[src/include/lcd_consts.svh]
// Constants for the LIN command frame decoder.
// Assumes a byte-level LIN data-link layer in front of the decoder.
//
// Behaviour
// - Application frames use assigned identifiers; only 0x3C and 0x7D are fixed.
// - Frame length and layout are chosen by the protected identifier alone.
// - Shared identifiers pick the command from a command byte in the payload.
// - Addressed writing frames execute only for own node address or broadcast.
// - Broadcast node address 0x7F makes every subscribed slave execute.
// - First shared frame: address, command, five data bytes, then checksum.
// - First shared frame codes: 0x08, 0x09, 0x10, 0x16, 0x2F.
// - Stop-type codes 0x04,0x05,0x06,0x0F; second frame has address, third none.
// - Short status: switch, step loss, defect, undervoltage, shutdown, warning, temp[1:0].
// - Hard stop halts at once; soft stop halts through deceleration.
// - Reset position makes current position the new zero.
`ifndef LCD_CONSTS_SVH
`define LCD_CONSTS_SVH

`define LCD_PID_DIAG_REQ 8'h3C
`define LCD_PID_DIAG_RESP 8'h7D
`define LCD_NAD_BROADCAST 8'h7F
`define LCD_UNUSED_BYTE 8'hFF

`define LCD_CMD_SAFE_POS 8'h04
`define LCD_CMD_HALT 8'h05
`define LCD_CMD_ZERO 8'h06
`define LCD_CMD_DUAL_MOVE 8'h08
`define LCD_CMD_MOTION_PARAM 8'h09
`define LCD_CMD_OTP_BYTE 8'h10
`define LCD_CMD_DECEL_HALT 8'h0F
`define LCD_CMD_STALL_PARAM 8'h16
`define LCD_CMD_MOVE_PARAMS 8'h2F

`define LCD_LEN_WIDE 4'h7
`define LCD_LEN_ADDR 4'h2
`define LCD_LEN_BARE 4'h1
`define LCD_LEN_STATUS 4'h1

`endif

[src/include/lcd_pkg.sv]
// Types for the LIN command frame decoder.
// Assumes lcd_consts.svh is compiled alongside.
package lcd_pkg;
    typedef enum logic [2:0] {
        LCD_K_NONE,
        LCD_K_WIDE,
        LCD_K_ADDR,
        LCD_K_BARE,
        LCD_K_STATUS
    } lcd_kind_t;
    typedef enum logic [1:0] {
        LCD_S_IDLE,
        LCD_S_RECV,
        LCD_S_CHECK,
        LCD_S_SEND
    } lcd_state_t;
endpackage

[src/lcd_payload_mem.sv]
// Payload byte store for one received frame.
// Assumes single clock; read data registered.
`timescale 1ns/1ps
module lcd_payload_mem #(
    parameter int DEPTH = 8
) (
    // Clock
    input wire logic clock,
    // Write side
    input wire logic wr_en,
    input wire logic [2:0] wr_addr,
    input wire logic [7:0] wr_data,
    // Read side
    input wire logic [2:0] rd_addr,
    output logic [7:0] rd_data
);
    logic [7:0] mem [DEPTH];

    always_ff @(posedge clock) begin
        if (wr_en) begin
            mem[wr_addr] <= wr_data;
        end
    end

    always_ff @(posedge clock) begin
        rd_data <= mem[rd_addr];
    end
endmodule // lcd_payload_mem

[src/lcd_frame_decoder.sv]
// LIN application frame decoder for a stepper positioner slave.
// Assumes a data-link layer that delivers header and payload bytes and checks checksums.
`timescale 1ns/1ps
`include "lcd_consts.svh"
module lcd_frame_decoder import lcd_pkg::*; (
    // Clock and reset
    input wire logic clock,
    input wire logic rstn,
    // Identity and assigned identifiers
    input wire logic [7:0] node_address,
    input wire logic [7:0] pid_wide,
    input wire logic [7:0] pid_addr,
    input wire logic [7:0] pid_bare,
    input wire logic [7:0] pid_status,
    // Header and payload from data-link layer
    input wire logic header_valid,
    input wire logic [7:0] header_pid,
    input wire logic rx_valid,
    input wire logic [7:0] rx_byte,
    input wire logic frame_end,
    input wire logic checksum_ok,
    // Status inputs
    input wire logic external_switch_flag,
    input wire logic missed_step_flag,
    input wire logic electrical_defect_flag,
    input wire logic undervoltage_flag,
    input wire logic thermal_shutdown_flag,
    input wire logic thermal_warning_flag,
    input wire logic [1:0] temp_info,
    // Response to data-link layer
    output logic tx_valid,
    output logic [7:0] tx_byte,
    output logic [3:0] frame_length,
    // Command strobes
    output logic dual_move_cmd,
    output logic motion_param_cmd,
    output logic otp_byte_program_cmd,
    output logic stall_detect_param_cmd,
    output logic move_with_params_cmd,
    output logic safe_position_cmd,
    output logic immediate_halt_cmd,
    output logic zero_here_cmd,
    output logic decel_halt_cmd,
    // Parameter bytes of last accepted wide frame; rejected-frame strobe
    output logic [39:0] cmd_data,
    output logic frame_rejected
);
    // ------------------------------------------------------------
    // Frame kind from identifier
    // ------------------------------------------------------------
    lcd_state_t state_reg;
    lcd_kind_t kind_reg;
    lcd_kind_t kind_next;
    logic [2:0] count_reg;
    logic [2:0] rd_addr;
    logic [7:0] rd_data;
    logic [7:0] nad_reg;
    logic [7:0] cmd_reg;
    logic [39:0] data_reg;
    logic addr_ok;
    logic cmd_ok;
    logic accept;

    // Layout chosen only from the identifier; fixed diag ids never match
    always_comb begin
        kind_next = LCD_K_NONE;
        if (header_pid == `LCD_PID_DIAG_REQ || header_pid == `LCD_PID_DIAG_RESP) begin
            kind_next = LCD_K_NONE;
        end else if (header_pid == pid_wide) begin
            kind_next = LCD_K_WIDE;
        end else if (header_pid == pid_addr) begin
            kind_next = LCD_K_ADDR;
        end else if (header_pid == pid_bare) begin
            kind_next = LCD_K_BARE;
        end else if (header_pid == pid_status) begin
            kind_next = LCD_K_STATUS;
        end
    end

    always_comb begin
        case (kind_reg)
            LCD_K_WIDE: frame_length = `LCD_LEN_WIDE;
            LCD_K_ADDR: frame_length = `LCD_LEN_ADDR;
            LCD_K_BARE: frame_length = `LCD_LEN_BARE;
            LCD_K_STATUS: frame_length = `LCD_LEN_STATUS;
            default: frame_length = 4'h0;
        endcase
    end

    // ------------------------------------------------------------
    // Frame sequencing
    // ------------------------------------------------------------
    // Slave only reacts after a master header
    always_ff @(posedge clock) begin
        if (!rstn) begin
            state_reg <= LCD_S_IDLE;
            kind_reg <= LCD_K_NONE;
            count_reg <= 3'h0;
        end else if (header_valid) begin
            kind_reg <= kind_next;
            count_reg <= 3'h0;
            case (kind_next)
                LCD_K_NONE: state_reg <= LCD_S_IDLE;
                LCD_K_STATUS: state_reg <= LCD_S_SEND;
                default: state_reg <= LCD_S_RECV;
            endcase
        end else begin
            case (state_reg)
                LCD_S_RECV: begin
                    if (rx_valid && count_reg != 3'h7) begin
                        count_reg <= count_reg + 3'h1;
                    end
                    if (frame_end) begin
                        state_reg <= LCD_S_CHECK;
                    end
                end
                LCD_S_CHECK: state_reg <= LCD_S_IDLE;
                LCD_S_SEND: state_reg <= LCD_S_IDLE;
                default: state_reg <= LCD_S_IDLE;
            endcase
        end
    end

    lcd_payload_mem #(.DEPTH(8)) u_mem (
        .clock(clock),
        .wr_en(state_reg == LCD_S_RECV && rx_valid),
        .wr_addr(count_reg),
        .wr_data(rx_byte),
        .rd_addr(rd_addr),
        .rd_data(rd_data)
    );

    // Capture fields by position within the layout
    always_ff @(posedge clock) begin
        if (!rstn) begin
            nad_reg <= 8'h00;
            cmd_reg <= 8'h00;
        end else if (state_reg == LCD_S_RECV && rx_valid) begin
            if (kind_reg == LCD_K_BARE) begin
                if (count_reg == 3'h0) begin
                    cmd_reg <= rx_byte;
                end
            end else if (count_reg == 3'h0) begin
                nad_reg <= rx_byte;
            end else if (count_reg == 3'h1) begin
                cmd_reg <= rx_byte;
            end
        end
    end

    // Memory read address follows count_reg during receive, zero otherwise
    always_comb begin
        rd_addr = 3'h0;
        if (state_reg == LCD_S_RECV) begin
            rd_addr = count_reg;
        end
    end

    always_ff @(posedge clock) begin
        if (!rstn) begin
            data_reg <= {5{`LCD_UNUSED_BYTE}};
        end else if (state_reg == LCD_S_RECV && rx_valid && kind_reg == LCD_K_WIDE
                     && count_reg >= 3'h2 && count_reg <= 3'h6) begin
            data_reg <= {data_reg[31:0], rx_byte};
        end
    end

    // ------------------------------------------------------------
    // Acceptance and command dispatch
    // ------------------------------------------------------------
    assign addr_ok = (kind_reg == LCD_K_BARE) || (nad_reg == node_address)
                     || (nad_reg == `LCD_NAD_BROADCAST);

    always_comb begin
        cmd_ok = 1'b0;
        if (kind_reg == LCD_K_WIDE) begin
            cmd_ok = cmd_reg == `LCD_CMD_DUAL_MOVE || cmd_reg == `LCD_CMD_MOTION_PARAM
                || cmd_reg == `LCD_CMD_OTP_BYTE || cmd_reg == `LCD_CMD_STALL_PARAM
                || cmd_reg == `LCD_CMD_MOVE_PARAMS;
        end else if (kind_reg == LCD_K_ADDR || kind_reg == LCD_K_BARE) begin
            cmd_ok = cmd_reg == `LCD_CMD_SAFE_POS || cmd_reg == `LCD_CMD_HALT
                || cmd_reg == `LCD_CMD_ZERO || cmd_reg == `LCD_CMD_DECEL_HALT;
        end
    end

    assign accept = state_reg == LCD_S_CHECK && checksum_ok && addr_ok && cmd_ok;

    always_ff @(posedge clock) begin
        if (!rstn) begin
            dual_move_cmd <= 1'b0;
            motion_param_cmd <= 1'b0;
            otp_byte_program_cmd <= 1'b0;
            stall_detect_param_cmd <= 1'b0;
            move_with_params_cmd <= 1'b0;
            safe_position_cmd <= 1'b0;
            immediate_halt_cmd <= 1'b0;
            zero_here_cmd <= 1'b0;
            decel_halt_cmd <= 1'b0;
            frame_rejected <= 1'b0;
        end else begin
            dual_move_cmd <= accept && cmd_reg == `LCD_CMD_DUAL_MOVE;
            motion_param_cmd <= accept && cmd_reg == `LCD_CMD_MOTION_PARAM;
            otp_byte_program_cmd <= accept && cmd_reg == `LCD_CMD_OTP_BYTE;
            stall_detect_param_cmd <= accept && cmd_reg == `LCD_CMD_STALL_PARAM;
            move_with_params_cmd <= accept && cmd_reg == `LCD_CMD_MOVE_PARAMS;
            safe_position_cmd <= accept && cmd_reg == `LCD_CMD_SAFE_POS;
            immediate_halt_cmd <= accept && cmd_reg == `LCD_CMD_HALT;
            zero_here_cmd <= accept && cmd_reg == `LCD_CMD_ZERO;
            decel_halt_cmd <= accept && cmd_reg == `LCD_CMD_DECEL_HALT;
            frame_rejected <= state_reg == LCD_S_CHECK && !accept;
        end
    end

    always_ff @(posedge clock) begin
        if (!rstn) begin
            cmd_data <= {5{`LCD_UNUSED_BYTE}};
        end else if (accept && kind_reg == LCD_K_WIDE) begin
            cmd_data <= data_reg;
        end
    end

    // ------------------------------------------------------------
    // Short status response
    // ------------------------------------------------------------
    always_ff @(posedge clock) begin
        if (!rstn) begin
            tx_valid <= 1'b0;
            tx_byte <= 8'h00;
        end else begin
            tx_valid <= state_reg == LCD_S_SEND && !header_valid;
            if (state_reg == LCD_S_SEND) begin
                tx_byte <= {external_switch_flag, missed_step_flag, electrical_defect_flag,
                            undervoltage_flag, thermal_shutdown_flag, thermal_warning_flag,
                            temp_info};
            end
        end
    end

    // ------------------------------------------------------------
    // Checks
    // ------------------------------------------------------------
    property p_no_reject_exec;
        @(posedge clock) disable iff (!rstn)
        (state_reg == LCD_S_CHECK && !checksum_ok) |=> !dual_move_cmd && !immediate_halt_cmd
            && !zero_here_cmd && !decel_halt_cmd && !safe_position_cmd;
    endproperty
    a_no_reject_exec: assert property (p_no_reject_exec) else $error("exec on bad frame");

    property p_foreign_nad;
        @(posedge clock) disable iff (!rstn)
        (state_reg == LCD_S_CHECK && kind_reg != LCD_K_BARE && nad_reg != node_address
            && nad_reg != `LCD_NAD_BROADCAST) |=> frame_rejected;
    endproperty
    a_foreign_nad: assert property (p_foreign_nad) else $error("foreign address taken");

    property p_broadcast;
        @(posedge clock) disable iff (!rstn)
        (state_reg == LCD_S_CHECK && checksum_ok && cmd_ok && kind_reg != LCD_K_BARE
            && nad_reg == `LCD_NAD_BROADCAST) |=> !frame_rejected;
    endproperty
    a_broadcast: assert property (p_broadcast) else $error("broadcast dropped");

    property p_tx_only_status;
        @(posedge clock) disable iff (!rstn)
        tx_valid |-> $past(kind_reg) == LCD_K_STATUS;
    endproperty
    a_tx_only_status: assert property (p_tx_only_status) else $error("unasked response");

    property p_status_order;
        @(posedge clock) disable iff (!rstn)
        tx_valid |-> tx_byte[7] == $past(external_switch_flag)
            && tx_byte[1:0] == $past(temp_info);
    endproperty
    a_status_order: assert property (p_status_order) else $error("status bit order");

    property p_halt_code;
        @(posedge clock) disable iff (!rstn)
        immediate_halt_cmd |-> $past(cmd_reg) == `LCD_CMD_HALT && $past(accept);
    endproperty
    a_halt_code: assert property (p_halt_code) else $error("halt decode");

    property p_zero_code;
        @(posedge clock) disable iff (!rstn)
        zero_here_cmd |-> $past(cmd_reg) == `LCD_CMD_ZERO && $past(kind_reg) != LCD_K_WIDE;
    endproperty
    a_zero_code: assert property (p_zero_code) else $error("zero decode");

    property p_wide_len;
        @(posedge clock) disable iff (!rstn)
        (header_valid && header_pid == pid_wide && header_pid != `LCD_PID_DIAG_REQ
            && header_pid != `LCD_PID_DIAG_RESP) |=> frame_length == `LCD_LEN_WIDE;
    endproperty
    a_wide_len: assert property (p_wide_len) else $error("wide length");

    property p_diag_ignored;
        @(posedge clock) disable iff (!rstn)
        (header_valid && header_pid == `LCD_PID_DIAG_REQ) |=> state_reg == LCD_S_IDLE;
    endproperty
    a_diag_ignored: assert property (p_diag_ignored) else $error("diag id decoded");

    property p_wide_codes;
        @(posedge clock) disable iff (!rstn)
        dual_move_cmd || move_with_params_cmd |-> $past(kind_reg) == LCD_K_WIDE;
    endproperty
    a_wide_codes: assert property (p_wide_codes) else $error("wide code on short frame");
endmodule // lcd_frame_decoder

[config.mk]
export PLATFORM = sky130hd
export DESIGN_NAME = lcd_frame_decoder
export DESIGN_NICKNAME = d
export VERILOG_FILES = /design/src/include/lcd_pkg.sv /design/src/lcd_payload_mem.sv /design/src/lcd_frame_decoder.sv
export VERILOG_INCLUDE_DIRS = /design/src /design/src/include
export SDC_FILE = /design/constraint.sdc
export NUM_CORES = 1
export LEC_CHECK = 0
export BUFFER_PORTS_ARGS = -buffer_cell sky130_fd_sc_hd__buf_4
export CAP_MARGIN = 5
export CORE_ASPECT_RATIO = 0.75
export CORE_UTILIZATION = 30
export DETAILED_ROUTE_END_ITERATION = 8
export GPL_TIMING_DRIVEN = 0
export PLACE_DENSITY_LB_ADDON = 0.08
export SYNTH_ARGS = -nofsm -noshare
export SYNTH_HDL_FRONTEND = slang
export SYNTH_SLANG_ARGS = --single-unit
[constraint.sdc]
create_clock -name clock -period 2.6 [get_ports clock]
set_input_delay 0.39 -clock clock [delete_from_list [all_inputs] [get_ports clock]]
set_output_delay 0.39 -clock clock [all_outputs]
set_load 0.05 [all_outputs]
Yosys cells after proc, flatten, opt, wreduce, memory -nomap -nowiden. Cells that the tools add are included.

Register bits after elaboration: 123. Bits of input ports: 70. Output and inout bits: 63. Logic and storage cells: 111.

Add/subtract/negate cells: 1. Magnitude comparators: 2. Equality and inequality tests: 30. Multiplexer cells: 16. Bitwise gates (word level): 2. Reductions and logical operators: 41.

Operator list (number): $eq A8 B8 Y1 (5); $mux W8 (4); $eq A8 B3 Y1 const B (3); $eq A8 B4 Y1 const B (3); $logic_and A1 B1 Y1 (20); $eq A8 B5 Y1 const B (2); $eq A8 B6 Y1 const B (2); $eq A8 B7 Y1 const B (2); $mux W3 (5); $logic_or A1 B1 Y1 (11); $pmux W3 S3 (1); $eq A3 B1 Y1 const B (2); $eq A3 B2 Y1 const B (2); $eq A3 B3 Y1 const B (2); $logic_not A3 Y1 (2); $mux W2 (3); $ne A3 B3 Y1 const B (2); $eq A2 B2 Y1 const B (2); $pmux W2 S2 (1); $reduce_and A4 Y1 (1); $reduce_or A2 Y1 (2); $add A3 B1 Y3 const B (1); $ge A3 B2 Y1 const B (1); $le A3 B3 Y1 const B (1); other kinds (9) (12).

Logic depth before layout (Yosys ltp).
Depth after elaboration: 9. Mapped depth: 8. Gate-level depth less buffers: 7.

Least setup slack after synthesis. OpenSTA, ideal clock, no wires.

Path type: register to register. Start: register kind_reg[2]. End: register cmd_data[10]. Setup time: 0.133 ns. Arrival time: 2.093 ns. Required time: 2.467 ns. Path slack: 0.375 ns. Stages on the path, launching flop included: 7. Path buffers: 1. Clock period less this slack: 2.225 ns. Cell sequence: dfxtp_1 > nand2b_1 > nor2_1 > o2111ai_4 > clkbuf_2 > o21ai_0 > nand3b_1.

Word-level cells in the longest chain between the ends: 6. Elaborated cells between the ends (all ways): 11. Those cells by class: eq/ne: 3; mux: 2; reduce/logical: 6.

RTL lines: start, declared (line lcd_frame_decoder.sv:52) `lcd_kind_t kind_reg;`; start signal, assigned (line lcd_frame_decoder.sv:100) `kind_reg <= kind_next;`; $eq A3 B2 Y1, on equally long branches (line lcd_frame_decoder.sv:180, lcd_frame_decoder.sv:171); $logic_or A1 B1 Y1, on equally long branches (line lcd_frame_decoder.sv:180, lcd_frame_decoder.sv:171); $mux W1 or $logic_or A1 B1 Y1 (tied branches) (line lcd_frame_decoder.sv:180, lcd_frame_decoder.sv:171); $mux W1 or $logic_and A1 B1 Y1 (tied branches) (line lcd_frame_decoder.sv:176, lcd_frame_decoder.sv:186); $logic_and A1 B1 Y1 (line lcd_frame_decoder.sv:186) `assign accept = state_reg == LCD_S_CHECK && checksum_ok && addr_ok && cmd_ok;`; $logic_and A1 B1 Y1 (*) (line lcd_frame_decoder.sv:217) `end else if (accept && kind_reg == LCD_K_WIDE) begin`; end signal, assigned (line lcd_frame_decoder.sv:216) `` cmd_data <= {5{`LCD_UNUSED_BYTE}}; ``; end signal, assigned (line lcd_frame_decoder.sv:218) `cmd_data <= data_reg;`; end, declared (line lcd_frame_decoder.sv:45) `output logic [39:0] cmd_data,`.

Mark *: on every way between the ends. The rest lies on a longest branch, timed or not. A chain may end at the register's enable or synchronous reset.

Worst setup path in the final report.
Start: register kind_reg[2]. End: register cmd_data[6].

The elaborated chain is that of the path after synthesis.

==> out/qor.yml <==
setup_path:
  cp.required_ns: 2.88
  r2r_cells: 7
  crit_type: "reg2reg"
  reg2reg_slack_ns: 0.21
  arrival_ns: 2.67
  rr_endpoint: "cmd_data[6]$_SDFFE_PN1P_"
  endpoint_kind: "flip-flop"
  cp-start-kind: "flip-flop"
  regToRegStartpoint: "kind_reg[2]$_SDFFE_PN0P_"
  crit_fanout: 10
logic_synthesis:
  synth_top_family_by_area: "simple AND/OR/NAND/NOR gates"
  ys_seq_area_share_pct: 43.9
  synth_edf_count: 0
  ys_async_sr_fraction_pct: 0
  ys.flop_type: "dfxtp_1"
  syn_inst: 629
  synth.mux.area_fraction_pct: 3.04
  synthAdderAreaFrac_pct: 0.893
  syn-cell-area_um2: 5610
  synth-simple-area-share_pct: 32.9
  synth_compound_area_share_pct: 7.57
  ys_ff_latch: 123
  yosysTopAreaCell: "dfxtp_1"
  synth_fp_nets: 703
  synth_xor_area_share_pct: 6.87
  synth_cell_types: 48
  ys_warn_count: 0
  ys_top_cells_by_area: "dfxtp_1, nand2_1, nor3b_2, xor2_1, nand3b_1"
  syn_area_per_cell_um2: 8.91
  synth.top_cell.area_share_pct: 43.9
clock_tree:
  cts_buffers: 17
  cts-root-buf: "clkbuf_16"
  ctsLongestPathBuffers: 2
  h-tree-depth: 4
  clk_latency_ns: 0.42
  clock-sinks: 123
  cts_tree: "yes"
  path_clk_slew_ns: 0.06
sta:
  setup_viol: 0
  rsz0062_at_grt: "no"
  slew_headroom_pct: 36.8
  min_period_ns: 2.39
  worst_clock_skew_ns: 0.00901
  hold_viol: 0
  period_share_pct: 92.1
  layout_setup_ws_ns: 0.205
  tightestPinTransition_ns: 0.942
  max_freq_ghz: 0.418
  drv_slew: 0
drt:
  drc: 0
  detail_route.first_pass.iterations: 4
  drtIter0Drc: 268
  postRouteAntennaNets: 0
  vias_per_cell: 4.76
  wl_per_cell_um: 15.4
  wl_um: 15800
  via_count: 4885
grt:
  grt_pass1_wl_um: 25200
  grt_overflow: 0
  grt_usage_pct: 17.1
  antenna_found_initial: 0
  grt_max_degree: 17
  grt_pass1_vias: 4760
min_path:
  worstHoldEndpoint: "data_reg[7]$_SDFFE_PN1P_"
  min-delay-start: "rx_byte[7]"
  hold_path_class: "in2reg"
  whs_path_depth: 3
place:
  io_buffers: 123
  gp_congestion: 0.788
  dp_hpwl_um: 12100
  dp_slack_ns: -0.284
  placed_cell_area_um2: 6830
final_layout:
  nNetsFinal: 845
  layout_common_cells: "buf_4, dfxtp_1, nand2_1, nand3_1, o21ai_0"
  mostFrequentLayoutCell: "buf_4"
  fin_area_um2: 7460
  area_growth_syn_to_layout_pct: 33.0
  antenna_cells: 0
  drive_above_1_share_pct: 26.4
floorplan:
  io_pins: 133
  die_y_um: 120
  core_area_um2: 18000
  die_x_um: 160
  start_util_pct: 31.2
  dieArea_um2: 19200
  rows: 42
pwr:
  ir_drop_v: 0.000378
  power.total_mw: 4.56
  power_leakage_nw: 3.04
  p_per_area_nw_per_um2: 611
run:
  drv_cap: 0
run_status:
  run_status: "completed"
==> metrics by stage <==
stage	hold WS (ns)	std cells	util, %	TNS (ns)
floorplan	0.430	629	-	0
global placement	0.445	994	38.0	-5.72
detailed placement	0.451	994	38.0	-6.18
CTS	0.209	1026	41.5	0
global route	0.220	1026	41.5	0
finish	0.224	1026	41.5	0
==> synth_stat cells (all sizes together) (2+ instances only) <==
| cell type | count |
|---|---|
| buf | 13 |
| mux2i | 17 |
| xnor2 | 4 |
| nand2 | 102 |
| o21a | 2 |
| or4 | 2 |
| clkbuf | 40 |
| nor3 | 6 |
| nor2 | 28 |
| nor4 | 17 |
| dfxtp | 123 |
| xor2 | 40 |
| nand3b | 42 |
| and2 | 2 |
| and3 | 2 |
| nand4b | 2 |
| o211a | 2 |
| inv | 3 |
| nor2b | 3 |
| nand2b | 4 |
| a21oi | 11 |
| ha | 4 |
| nand3 | 52 |
| o21ai | 48 |
| nor4b | 3 |
| nand4 | 4 |
| nor3b | 40 |
==> cell type report <==
class	instances	area, um2
fillers	1840	10500
multi-input cells	449	2890
flip-flops and latches	123	2460
repair buffers	123	923
clock buffers	17	425
well taps	242	303
plain buffers	53	253
clock inverters	15	189
inverters	4	15.0
==> worst max-delay path by stage <==
stage / from / end / slack (ns) / cells past startpoint
floorplan: kind_reg[2]$_SDFFE_PN0P_ / cmd_data[10]$_SDFFE_PN1P_ / 0.37 / 6
global placement: kind_reg[2]$_SDFFE_PN0P_ / cmd_data[7]$_SDFFE_PN1P_ / -0.26 / 7
finish: kind_reg[2]$_SDFFE_PN0P_ / cmd_data[6]$_SDFFE_PN1P_ / 0.21 / 7
global route: kind_reg[2]$_SDFFE_PN0P_ / cmd_data[34]$_SDFFE_PN1P_ / 0.01 / 7
detailed placement: kind_reg[2]$_SDFFE_PN0P_ / cmd_data[6]$_SDFFE_PN1P_ / -0.28 / 7
CTS: kind_reg[2]$_SDFFE_PN0P_ / cmd_data[6]$_SDFFE_PN1P_ / 0.14 / 7
==> per-layer routing <==
metal	wire, um	vias up	track usage [%]	part of all wire, %
li1	-	2467	-	-
met1	8290	2288	24.5	52
met2	6620	112	24.6	42
met3	696	18	3.74	4.4
met4	222	0	6.73	1.4
met5	0	-	0	0
==> cell families (layout without fill, tap and decap cells) <==
family	Yosys count	after routing
other	1	1
adders and majority gates	4	4
muxes	17	17
AOI/OAI and AO/OA	72	72
and+or+nand+nor	311	311
buffers and inverters	57	212
DFF	123	123
xor gates and xnor gates	44	44
==> power breakdown <==
group	switching, mW	internal (mW)
sequential	0.000738	1.89
combinational	0.108	0.0977
clock	0.938	1.53
==> repair_timing <==
item | 4_1_cts | 5_1_grt
resized for setup | 4 | 0
buffers inserted | 0 | 0
setup endpoints to repair | 40 | 0
hold buffers | 0 | 0
==> worst max-delay path, stage by stage (launching register included) <==
cell	delay (ns)
dfxtp_1	0.47
nand3b_1	0.25
o21ai_0	0.19
a41oi_2	0.39
buf_2	0.37
buf_2	0.33
nor3b_2	0.08
nand3b_1	0.17
Power figures use the tool's default switching activity.
